==> src/dprs_defs.svh <==
// Purpose: Timing, offset and field constants for the precharge/refresh block
// Assumes: 125 MHz ref_clk; times in picoseconds
// Notes:   Counts are derived inside the module from these figures
`ifndef DPRS_DEFS_SVH
`define DPRS_DEFS_SVH
// ==========================================
// Timing
`define DPRS_CLK_PS      8000
`define DPRS_REFI_PS     7812500
`define DPRS_REFI_HOT_PS 3900000
`define DPRS_REF_CYC_PS  127500
`define DPRS_NR_EXIT_PS  137500
`define DPRS_RD_EXIT_CK  200
`define DPRS_BURST_CK    4
// ==========================================
// Register map and fields
`define DPRS_OFF_CTRL    4'h0
`define DPRS_OFF_STAT    4'h4
`define DPRS_OFF_REFCNT  4'h8
`define DPRS_CTRL_RST    32'h0000_0200
`define DPRS_WR_MSB      11
`define DPRS_WR_LSB      9
`define DPRS_HOT_BIT     0
`define DPRS_RESP_OKAY   2'h0
`define DPRS_RESP_SLVERR 2'h2
`endif

==> src/dprs_pkg.sv <==
// Purpose: Types shared by the precharge/refresh block
// Assumes: Nothing beyond SystemVerilog
// Notes:   Command pins travel together as one struct
package dprs_pkg;
   typedef struct packed {
      logic cs_n;
      logic ras_n;
      logic cas_n;
      logic we_n;
   } dprs_cmd_t;
   typedef enum logic [2:0] {
      ST_IDLE = 3'b000,
      ST_REF  = 3'b001,
      ST_SELF = 3'b010,
      ST_XNR  = 3'b011,
      ST_XRD  = 3'b100
   } dprs_state_t;
endpackage

==> src/dprs_core.sv <==
// Purpose: Bank precharge, auto refresh and self refresh state of the memory
// Assumes: Command pins synchronous to ref_clk; AXI4-Lite register access
// Notes:   Read/write data paths are outside this block
//
// Our own choices: the AXI4-Lite register port and the register addresses.
`timescale 1ns/100ps
`default_nettype none
`include "dprs_defs.svh"
module dprs_core import dprs_pkg::*; #(
   parameter int BANKS = 8,
   parameter int BA_W  = 3
) (
   input  wire logic              ref_clk,
   input  wire logic              rstn,
   input  wire dprs_cmd_t         cmd_pins,
   input  wire logic              cke,
   input  wire logic [BA_W-1:0]   bank_addr,
   input  wire logic              auto_precharge_address_bit,
   input  wire logic              write_mask_pin,
   input  wire logic              termination_control,
   output logic                   termination_resistance_on,
   output logic                   data_oe,
   output logic                   lower_byte_strobe_oe,
   output logic                   upper_byte_strobe_oe,
   input  wire logic [31:0]       s_axi_awaddr,
   input  wire logic              s_axi_awvalid,
   output logic                   s_axi_awready,
   input  wire logic [31:0]       s_axi_wdata,
   input  wire logic [3:0]        s_axi_wstrb,
   input  wire logic              s_axi_wvalid,
   output logic                   s_axi_wready,
   output logic [1:0]             s_axi_bresp,
   output logic                   s_axi_bvalid,
   input  wire logic              s_axi_bready,
   input  wire logic [31:0]       s_axi_araddr,
   input  wire logic              s_axi_arvalid,
   output logic                   s_axi_arready,
   output logic [31:0]            s_axi_rdata,
   output logic [1:0]             s_axi_rresp,
   output logic                   s_axi_rvalid,
   input  wire logic              s_axi_rready
);
   // ==========================================
   // Derived cycle counts
   localparam int REF_CYC_CK = (`DPRS_REF_CYC_PS + `DPRS_CLK_PS - 1) / `DPRS_CLK_PS;
   localparam int NR_EXIT_CK = (`DPRS_NR_EXIT_PS + `DPRS_CLK_PS - 1) / `DPRS_CLK_PS;
   localparam int REFI_CK    = `DPRS_REFI_PS / `DPRS_CLK_PS;
   localparam int HOT_CK     = `DPRS_REFI_HOT_PS / `DPRS_CLK_PS;
   // ==========================================
   // Command decode
   logic cs, is_act, is_rd, is_wr, is_pre, is_ref;
   assign cs     = !cmd_pins.cs_n;
   assign is_act = cs && !cmd_pins.ras_n && cmd_pins.cas_n && cmd_pins.we_n;
   assign is_rd  = cs && cmd_pins.ras_n && !cmd_pins.cas_n && cmd_pins.we_n;
   assign is_wr  = cs && cmd_pins.ras_n && !cmd_pins.cas_n && !cmd_pins.we_n;
   assign is_pre = cs && !cmd_pins.ras_n && cmd_pins.cas_n && !cmd_pins.we_n;
   assign is_ref = cs && !cmd_pins.ras_n && !cmd_pins.cas_n && cmd_pins.we_n;

   // ==========================================
   // Core state
   dprs_state_t      state_q, state_d;
   logic [9:0]       cnt_q, cnt_d;
   logic [9:0]       sref_q, sref_d;
   logic [BANKS-1:0] open_q, open_d;
   logic [4:0]       wrc_q, wrc_d;
   logic [BA_W-1:0]  wrb_q, wrb_d;
   logic [15:0]      refs_q, refs_d;
   logic             cke_q;
   logic             term_on_q, term_on_d;
   logic [31:0]      ctrl_q, ctrl_d;
   logic [2:0]       wr_field;
   logic [9:0]       sref_lim;
   logic             live;

   assign wr_field = ctrl_q[`DPRS_WR_MSB:`DPRS_WR_LSB];
   assign sref_lim = ctrl_q[`DPRS_HOT_BIT] ? 10'(HOT_CK - 1) : 10'(REFI_CK - 1);
   assign live     = cke_q && cke;

   always_comb begin
      state_d = state_q;
      cnt_d   = cnt_q;
      sref_d  = sref_q;
      open_d  = open_q;
      wrc_d   = wrc_q;
      wrb_d   = wrb_q;
      refs_d  = refs_q;
      // Recovery runs from burst end, mask pin never consulted
      if (wrc_q != 5'h00) begin
         wrc_d = wrc_q - 5'h01;
         if (wrc_q == 5'h01)
            open_d[wrb_q] = 1'b0;
      end
      case (state_q)
         ST_IDLE: begin
            if (cke_q && is_ref) begin
               refs_d = refs_q + 16'h0001;
               if (!cke) begin
                  state_d = ST_SELF;
                  sref_d  = 10'h000;
               end else begin
                  state_d = ST_REF;
                  cnt_d   = 10'(REF_CYC_CK - 1);
               end
            end else if (live) begin
               if (is_act)
                  open_d[bank_addr] = 1'b1;
               if (is_pre) begin
                  if (auto_precharge_address_bit)
                     open_d = '0;
                  else
                     open_d[bank_addr] = 1'b0;
               end
               if (is_rd && auto_precharge_address_bit)
                  open_d[bank_addr] = 1'b0;
               if (is_wr && auto_precharge_address_bit) begin
                  // Newer auto precharge write replaces a pending one
                  wrc_d = 5'(`DPRS_BURST_CK) + {2'h0, wr_field} + 5'h01;
                  wrb_d = bank_addr;
               end
            end
         end
         ST_REF: begin
            if (cnt_q == 10'h000)
               state_d = ST_IDLE;
            else
               cnt_d = cnt_q - 10'h001;
         end
         ST_SELF: begin
            sref_d = sref_q + 10'h001;
            if (sref_q >= sref_lim) begin
               sref_d = 10'h000;
               refs_d = refs_q + 16'h0001;
            end
            // Exit is taken at the first edge that sees enable high
            if (cke) begin
               state_d = ST_XNR;
               cnt_d   = 10'h000;
            end
         end
         ST_XNR: begin
            cnt_d = cnt_q + 10'h001;
            if (cnt_q == 10'(NR_EXIT_CK - 1))
               state_d = ST_XRD;
         end
         ST_XRD: begin
            cnt_d = cnt_q + 10'h001;
            if (cnt_q == 10'(`DPRS_RD_EXIT_CK - 1))
               state_d = ST_IDLE;
         end
         default: state_d = ST_IDLE;
      endcase
      term_on_d = termination_control && (state_d == ST_IDLE) && cke;
   end

   always_ff @(posedge ref_clk or negedge rstn) begin
      if (!rstn) begin
         state_q <= ST_IDLE;
         cnt_q   <= 10'h000;
         sref_q  <= 10'h000;
         open_q  <= '0;
         wrc_q   <= 5'h00;
         wrb_q   <= '0;
         refs_q  <= 16'h0000;
         cke_q   <= 1'b0;
         term_on_q <= 1'b0;
      end else begin
         state_q <= state_d;
         cnt_q   <= cnt_d;
         sref_q  <= sref_d;
         open_q  <= open_d;
         wrc_q   <= wrc_d;
         wrb_q   <= wrb_d;
         refs_q  <= refs_d;
         cke_q   <= cke;
         term_on_q <= term_on_d;
      end
   end

   // No read path here, so data and strobes never drive in this block
   assign data_oe                   = 1'b0;
   assign lower_byte_strobe_oe      = 1'b0;
   assign upper_byte_strobe_oe      = 1'b0;
   assign termination_resistance_on = term_on_q;

   // ==========================================
   // AXI4-Lite slave
   logic        awh_q, awh_d, wh_q, wh_d, bv_q, bv_d, rv_q, rv_d;
   logic [3:0]  wa_q, wa_d;
   logic [31:0] wd_q, wd_d, rd_q, rd_d;
   logic [3:0]  ws_q, ws_d;
   logic [1:0]  br_q, br_d, rr_q, rr_d;
   logic [31:0] stat;

   assign stat = {13'h0000, open_q, 8'h00, state_q};

   always_comb begin
      awh_d  = awh_q;
      wh_d   = wh_q;
      bv_d   = bv_q;
      rv_d   = rv_q;
      wa_d   = wa_q;
      wd_d   = wd_q;
      ws_d   = ws_q;
      br_d   = br_q;
      rd_d   = rd_q;
      rr_d   = rr_q;
      ctrl_d = ctrl_q;
      if (s_axi_awvalid && s_axi_awready) begin
         awh_d = 1'b1;
         wa_d  = s_axi_awaddr[3:0];
      end
      if (s_axi_wvalid && s_axi_wready) begin
         wh_d = 1'b1;
         wd_d = s_axi_wdata;
         ws_d = s_axi_wstrb;
      end
      if (awh_q && wh_q) begin
         awh_d = 1'b0;
         wh_d  = 1'b0;
         bv_d  = 1'b1;
         br_d  = `DPRS_RESP_SLVERR;
         if (wa_q == `DPRS_OFF_CTRL) begin
            br_d = `DPRS_RESP_OKAY;
            for (int i = 0; i < 4; i++) begin
               if (ws_q[i])
                  ctrl_d[i*8 +: 8] = wd_q[i*8 +: 8];
            end
         end else if (wa_q == `DPRS_OFF_STAT || wa_q == `DPRS_OFF_REFCNT) begin
            br_d = `DPRS_RESP_OKAY;
         end
      end
      if (bv_q && s_axi_bready)
         bv_d = 1'b0;
      if (s_axi_arvalid && s_axi_arready) begin
         rv_d = 1'b1;
         rr_d = `DPRS_RESP_OKAY;
         case (s_axi_araddr[3:0])
            `DPRS_OFF_CTRL:   rd_d = ctrl_q;
            `DPRS_OFF_STAT:   rd_d = stat;
            `DPRS_OFF_REFCNT: rd_d = {16'h0000, refs_q};
            default: begin
               rd_d = 32'h0000_0000;
               rr_d = `DPRS_RESP_SLVERR;
            end
         endcase
      end else if (rv_q && s_axi_rready) begin
         rv_d = 1'b0;
      end
   end

   always_ff @(posedge ref_clk or negedge rstn) begin
      if (!rstn) begin
         awh_q  <= 1'b0;
         wh_q   <= 1'b0;
         bv_q   <= 1'b0;
         rv_q   <= 1'b0;
         wa_q   <= 4'h0;
         wd_q   <= 32'h0000_0000;
         ws_q   <= 4'h0;
         br_q   <= 2'h0;
         rd_q   <= 32'h0000_0000;
         rr_q   <= 2'h0;
         ctrl_q <= `DPRS_CTRL_RST;
      end else begin
         awh_q  <= awh_d;
         wh_q   <= wh_d;
         bv_q   <= bv_d;
         rv_q   <= rv_d;
         wa_q   <= wa_d;
         wd_q   <= wd_d;
         ws_q   <= ws_d;
         br_q   <= br_d;
         rd_q   <= rd_d;
         rr_q   <= rr_d;
         ctrl_q <= ctrl_d;
      end
   end

   assign s_axi_awready = !awh_q && !bv_q;
   assign s_axi_wready  = !wh_q && !bv_q;
   assign s_axi_bvalid  = bv_q;
   assign s_axi_bresp   = br_q;
   assign s_axi_arready = !rv_q;
   assign s_axi_rvalid  = rv_q;
   assign s_axi_rdata   = rd_q;
   assign s_axi_rresp   = rr_q;
endmodule // dprs_core
`default_nettype wire

==> config.mk <==
export PLATFORM = sky130hd
export DESIGN_NAME = dprs_core
export DESIGN_NICKNAME = d
export VERILOG_FILES = /design/src/dprs_pkg.sv /design/src/dprs_core.sv
export VERILOG_INCLUDE_DIRS = /design/src
export SDC_FILE = /design/constraint.sdc
export NUM_CORES = 1
export LEC_CHECK = 0
export BUFFER_PORTS_ARGS = -buffer_cell sky130_fd_sc_hd__buf_4
export CORE_MARGIN = 1.5
export CORE_UTILIZATION = 40
export CTS_CLUSTER_DIAMETER = 80
export DETAILED_ROUTE_END_ITERATION = 10
export PLACE_DENSITY_LB_ADDON = 0.05
export SYNTH_ARGS = -nofsm -noshare
export SYNTH_HDL_FRONTEND = slang
export SYNTH_SLANG_ARGS = --single-unit
==> constraint.sdc <==
create_clock -name ref_clk -period 5.35 [get_ports ref_clk]
set_input_delay 1.07 -clock ref_clk [delete_from_list [all_inputs] [get_ports ref_clk]]
set_output_delay 1.07 -clock ref_clk [all_outputs]
set_load 0.05 [all_outputs]
Yosys cells after proc, flatten, opt, wreduce, memory -nomap -nowiden. Index checks and enable logic that the tools add are counted.

Logic and storage cells: 172. Bits of input ports: 118. Flip-flop bits (word level): 169. Output and inout port bits: 45.

$lt $le $gt $ge: 5. Mux-type cells: 56. Reductions and logical operators: 57. Bitwise gates (word level): 7. $add $sub $neg: 7. Equality and inequality tests: 17.

Operators with widths (number): $mux 8 (15); $pmux 32 s3 (1); $mux 10 (8); $pmux 10 s4 (1); $mux 16 (2); $pmux 16 s2 (1); $logic_and 1x1->1 (26); $mux 5 (5); $and 8x8->8 (3); $add 10x1->10 const B (2); $pmux 10 s2 (1); $reduce_and 3->1 (6); $add 16x1->16 const B (1); $not 8->8 (2); $mux 3 (5); $pmux 3 s5 (1); $ne 2x2->1 const B (6); $eq 10x5->1 const B (1); $eq 10x8->1 const B (1); $ge 10x10->1 (1); $logic_not 10->1 (1); $mux 1 (10); $reduce_bool 2->1 (5); $sub 10x1->10 const B (1); other kinds (25) (43).

Depth between registers and ports, before layout. Gate-level depths: netlist of the first run.

Word-level depth: 24. Depth in mapped cells: 12. Mapped depth without buffers: 11.

Worst setup path after synthesis of the first run. OpenSTA, ideal clock, no wires.

Path type: register to register. Start: register state_q[0]. End: register cnt_q[9]. Arrival time: 2.717 ns. Required time: 5.224 ns. Buffers on the path: 1. Clock period less this slack: 2.843 ns. Setup time: 0.126 ns. Path slack: 2.507 ns. Cell stages (with the launch flop): 12. Path through: dfrtp_1 buf_2 nor2b_1 nand2_1 nand2_1 inv_1 ha_1 and3_1 a221o_1 a221o_1 o221a_2 a221o_1.

Word-level cells in the longest chain between the ends: 4. Elaborated cells on any way between the ends: 13. Those cells by class: eq/ne: 8; mux: 1; reduce/logical: 4.

Ends and longest elaborated chain: start, declared (RTL line dprs_core.sv:61) `dprs_state_t state_q, state_d;`; start signal, assigned (RTL line dprs_core.sv:167) `state_q <= state_d;`; $eq 3x3->1 or $eq 3x2->1 (tied branches) (RTL line dprs_core.sv:93) `case (state_q)`; $reduce_or 2->1 (no source line); $reduce_bool 4->1 (no source line); $reduce_and 5->1 (no source line); end signal, assigned (RTL line dprs_core.sv:168) `cnt_q <= cnt_d;`; end, declared (RTL line dprs_core.sv:62) `logic [9:0] cnt_q, cnt_d;`.

Several ways; a longest one is shown, not always the timed one. A chain may end at the register's enable or synchronous reset.

Final worst setup path of the first run.
Start: register state_q[1]. End: register cnt_q[9].

Same word-level chain as after synthesis.

==> results of run 1 <==
[where the power goes]
| group | internal [uW] | leakage (uW) | total, uW | switching (uW) |
|---|---|---|---|---|
| logic | 760 | 0.00183 | 1530 | 770 |
| clock network | 705 | 0.000274 | 1220 | 519 |
| registers | 1710 | 0.00213 | 2040 | 334 |
[worst paths after layout]
check / end / slack, ps / depth (start not counted)
max in group asynchronous: wd_q[18] / 3570 / 2
setup / recovery: cnt_q[9] / 2000 / 10
setup reg to reg: cnt_q[9] / 2000 / 10
min in group asynchronous: s_axi_rdata[17] / 660 / 1
hold / removal: s_axi_rdata[31] / 480 / 2
hold reg to reg: s_axi_rdata[31] / 480 / 2
[worst min-delay path: stages, from the launching register on]
cell,delay (ps)
dfrtp_1,340
nand2_1,50
o21ai_0,60
[registers in the layout, indices dropped and copies added (netlist names), 3 cells and up]
name	count
wrb_q	3
refs_q	16
sref_q	10
s_axi_rdata	32
ws_q	4
wd_q	32
cnt_q	10
state_q	3
open_q	8
wa_q	4
ctrl_q	32
wrc_q	5
[cells in the mapped netlist, drive strengths merged (3+ instances only)]
cell	n	share of area, %
a21o	4	0.39
a21oi	18	1.3
a221o	3	0.39
a222oi	8	1.0
a22o	4	0.45
a22oi	12	1.2
a31oi	4	0.52
and2	6	0.49
and3	15	1.2
buf	15	1.2
clkbuf	20	0.97
dfrtp	166	54
ha	18	2.9
inv	15	0.73
mux2	75	11
nand2	84	4.1
nand2b	13	1.1
nand3	17	1.1
nand4	5	0.41
nor2	26	1.4
nor2b	7	0.57
nor3	8	0.58
nor4	4	0.32
o21ai	76	4.9
o31ai	7	0.68
or4	3	0.34
xnor2	17	1.9
xor2	8	0.91
[kinds of logic after synthesis]
family	synth area share, %
AO/OA/AOI/OAI	12.6
XOR/XNOR	2.84
adder cells (fa/ha/maj)	3.18
buffers and inverters	2.88
flip-flops	54.3
multiplexers	11.2
other	0.0487
AND/OR/NAND/NOR	13.0
[per-stage QoR]
stage | worst slack [ps] | cells | area, um2 | utilization [%] | hold WS (ps)
after detailed placement | 2070 | 1001 | 8670 | 46.2 | 471
final | 2000 | 1033 | 9260 | 49.3 | 480
after CTS | 2050 | 1033 | 9260 | 49.3 | 486
after global routing | 1860 | 1033 | 9260 | 49.3 | 506
after global placement | 2160 | 1001 | 8670 | 46.2 | 465
after floorplan | 2510 | 695 | 7720 | - | 442
[final cells by class]
| type | count | area [um2] |
|---|---|---|
| clock buffer | 19 | 443 |
| clock inverter | 13 | 145 |
| fill | 1676 | 9510 |
| inverter | 15 | 56.3 |
| multi-input combinational | 478 | 3340 |
| sequential | 167 | 4180 |
| tap | 234 | 293 |
| timing repair buffer | 107 | 807 |
[routing by layer]
metal  vias to the layer above  GRT usage (%)  part of all wire (%)  wire length (um)
met1                      2752           24.8                    47              8120
met5                         -              0                     0                 0
li1                       2660              -                     -                 -
met4                         0           5.32                   1.1               195
met3                        17           4.32                   4.7               808
met2                       122           28.5                    47              8020
==> flow_summary.ini, run 1 <==
[run_status]
outcome = finished clean

[global_route]
antenna_found_initial = 0
grt_pass1_vias = 5511
grt_first_pass_wirelength_mm = 28.4
gr-usage-all-layers_pct = 18.0
grt_max_degree = 84
grt_overflow_total = 0

[synthesis]
ys_seq_area_share_pct = 54.3
synth_warnings = 0
synthDistinctLibCells = 59
avgSynthCellArea_um2 = 11.1
yosys_most_used_dff = dfrtp_1
synthCells = 691
synth_edf_count = 0
ys_seq_elements = 167
synth_area_um2 = 7700
synthArstFlopShare_pct = 100

[timing]
setup_viol = 0
final_max_slew_viol_count = 0
tns_ps = 0
max-slew-margin-rel_pct = 35.6
fmax_mhz = 299
fin_crit_sh_pct = 62.6
worstMarginPinSlew_ps = 967
fin_skew_ps = 6.67
grt_setup_unrepaired = no
fin_crit_ps = 3350
hold_viol = 0

[route]
drc = 0
vias = 5551
wire_per_inst_um = 16.6
first_pass_iters = 7
first_iter_violations = 305
vias_per_cell = 5.37
wirelength_mm = 17.1
antenna_left = 0

[clock_tree]
cts.reportedPaths.clkPinSlew_ps = 70
cts_sinks = 167
h-tree-depth = 4
clockBufferDepth = 2
numCtsBuffers = 17
cts_tree = yes
hold_buffers = 0
cts.repair.resized = 0
postCtsSetupRepairBufs = 0
root_buffer = clkbuf_16
clock_latency_ps = 420

[hold_path]
hp-class = reg2reg
hp-start = s_axi_rdata[31]

[setup_path]
worstPathMaxFanout = 17
cp_cell_sequence = nor2_1 > nand2_1 > nand2_1 > inv_1 > ha_1 > and3_1 > a221o_1 > a221o_1 > o221a_2 > a221o_1
critPathTopFamily = compound AO/OA/AOI/OAI gates
critPathArrivalTime_ps = 3660
r2r_start = state_q[1]
cp-startpoint = state_q[1]
cpPeakStageDelay_ps = 680
critPathLaunchType = flip-flop
critPathKind = reg2reg
end_kind = flip-flop
crit_path_frequent_cell = a221o_1
cp_slowest_cell = dfrtp_1
critical_path_required_ps = 5660
critPathBufInv = 1

[power_and_ir_drop]
p_leak_uw = 0.00423
p_total_uw = 4800
powerDensity_nw_per_um2 = 518
ir_drop_mv = 0.275

[finish]
syn2layout_area_growth_pct = 20.2
layout-drive-gt1-share_pct = 28.0
layout_common_cells = 166 x dfrtp_1, 106 x buf_4, 84 x nand2_1, 75 x mux2_2, 61 x o21ai_0
antenna_cells = 0
fin_nets = 923
final_common_cell = dfrtp_1

[floorplan]
initial_core_util_pct = 41.0
fp.dieW_um = 142
ios = 163
num_rows = 50
fp.coreArea_um2 = 18800
die_area_um2 = 20100
die_h_um = 142

[place]
port_buffers = 100
hpwl_mm = 11.9
place_congestion = 0.819

[job]
max_cap_violations = 0
Note: power is estimated with default switching activity, not from simulation.
==> run 2: changes to the inputs <==
Settings changed: ABC_AREA set to 1.
Clock period 5.35 ns to 3.3 ns, I/O delays scaled along.
==> flow_summary.ini, run 2 <==
[clock_tree]
cts_sinks = 167
h-tree-depth = 4
clockBufferDepth = 2
cts_tree = yes
postCtsSetupRepairBufs = 0
root_buffer = clkbuf_16
cts.reportedPaths.clkPinSlew_ps = 70
numCtsBuffers = 17
cts.repair.resized = 0
hold_buffers = 0
clock_latency_ps = 430

[floorplan]
die_h_um = 150
num_rows = 53
fp.coreArea_um2 = 21000
die_area_um2 = 22400
ios = 163
fp.dieW_um = 150
initial_core_util_pct = 40.9

[finish]
layout-drive-gt1-share_pct = 21.3
final_common_cell = nand2_1
final_util_pct = 48.7
nFillCells = 2077
syn2layout_area_growth_pct = 19.1
fin_nets = 1245
antenna_cells = 0
layout_common_cells = 274 x nand2_1, 166 x dfrtp_1, 109 x buf_4, 104 x inv_1, 77 x nor2_1

[global_route]
grt_pass1_vias = 6634
grt_first_pass_wirelength_mm = 34.1
antenna_found_initial = 0
grt_max_degree = 62
gr-usage-all-layers_pct = 19.6
grt_overflow_total = 0

[route]
wire_per_inst_um = 14.5
wirelength_mm = 20.3
first_iter_violations = 269
antenna_left = 0
vias_per_cell = 4.78
first_pass_iters = 4
drc = 0
vias = 6673

[synthesis]
ys_seq_area_share_pct = 48.6
synth_top_family_by_area = simple AND/OR/NAND/NOR gates
netlist_top_cells_count = 274 x nand2_1, 166 x dfrtp_1, 104 x inv_1
muxShareOfSynthArea_pct = 7.45
synth_compound_area_share_pct = 6.89
synthCells = 1001
avgSynthCellArea_um2 = 8.58
synth-simple-area-share_pct = 24.7
synth_area_um2 = 8590
synthArstFlopShare_pct = 100
synth_top_area_cell = dfrtp_1
synth.top_cell.area_share_pct = 48.3
yosys_most_used_dff = dfrtp_1
synthAdderAreaFrac_pct = 2.85
synthDistinctLibCells = 44
synth_most_common_cell = nand2_1
synth_xor_xnor_area_share_pct = 2.75
synth_edf_count = 0
ys_seq_elements = 167
synth_warnings = 0
synthTopCellsByArea = dfrtp_1 48%, nand2_1 12%, mux2_2 7.3%

[place]
port_buffers = 100
place_congestion = 0.863
hpwl_mm = 14.4

[power_and_ir_drop]
powerDensity_nw_per_um2 = 582
p_leak_uw = 0.00511
ir_drop_mv = 0.496

[timing]
grt_setup_unrepaired = no
hold_viol = 0
setup_viol = 0
fin_skew_ps = 13.5
max-slew-margin-rel_pct = 39.9
worstMarginPinSlew_ps = 895
fin_crit_ps = 2410
final_max_slew_viol_count = 0
tns_ps = 0
fin_crit_sh_pct = 72.9
fmax_mhz = 415

[setup_path]
ff2ff_path_depth = 13
worstPathMaxFanout = 8
r2r_start = state_q[1]
critPathLaunchType = flip-flop
critical_path_required_ps = 3620
critPathArrivalTime_ps = 2720
critPathKind = reg2reg
r2r_slack_ps = 890
worstReg2RegEnd = cnt_q[9]
end_kind = flip-flop

[hold_path]
hp-class = in2async

[run_status]
outcome = finished clean

[job]
max_cap_violations = 0
==> run 2: changes by cell type after synthesis, sizes merged, moves of 15 or more <==
cell / previous run / this run
and3: 15 / 0
inv: 15 / 109
mux2: 75 / 56
nand2: 84 / 294
nand3: 17 / 77
nor2: 26 / 84
==> run 2: metrics by stage <==
| step | cell area (um2) | hold slack (ps) | cells | power [uW] | setup WS [ps] |
|---|---|---|---|---|---|
| floorplan | 8610 | 364 | 1005 | 3640 | 985 |
| global placement | 9650 | 461 | 1364 | 4010 | 885 |
| detailed placement | 9650 | 465 | 1364 | 4050 | 895 |
| CTS | 10200 | 239 | 1396 | 6050 | 883 |
| global route | 10200 | 262 | 1396 | 6320 | 649 |
| finish | 10200 | 223 | 1396 | 5960 | 893 |
==> run 2: critical path, stage by stage (launching register included) <==
cell and delay (ps):
dfrtp_1 490, nor2_4 220, nand2_1 120, nand2_1 150, inv_1 180, ha_1 380
a21oi_1 320, nand2_1 100, nand2_1 60, nand3_1 70, nand2_1 60, nand2_1 50
nand2_1 60, nand2_1 40
==> run 2: routing by layer <==
layer,GRT usage (%),vias to the layer above,wire length (um)
li1,-,3435,-
met1,26.8,3123,9770
met2,31.3,101,9450
met3,4.42,14,838
met4,4.85,0,212
met5,0,-,0
==> run 2: how the worst max path moves through the flow <==
stage | start | endpoint
global route | state_q[1] | cnt_q[9]
detailed placement | state_q[1] | cnt_q[7]
global placement | state_q[1] | cnt_q[7]
finish | state_q[1] | cnt_q[9]
CTS | state_q[1] | cnt_q[7]
floorplan | s_axi_bvalid | wd_q[10]
==> run 2: kinds of logic after synthesis <==
group / after synthesis
AND/OR/NAND/NOR: 486
flip-flops: 167
buffers and inverters: 137
AO/OA/AOI/OAI: 107
multiplexers: 57
XOR/XNOR: 27
adder cells (fa/ha/maj): 19
other: 1
==> run 2: final cells by class <==
cell class,count,area [um2],area share (%)
clock buffer,18,429,4.19
clock inverter,14,164,1.60
inverter,110,413,4.03
multi-input combinational,701,3860,37.7
sequential,167,4180,40.8
tap,275,344,3.36
timing repair buffer,111,850,8.30
==> run 2: power by group <==
part / switching, uW / total (uW) / internal (uW)
registers: 237 / 2750 / 2520
logic: 683 / 1230 / 552
clock network: 956 / 1970 / 1010
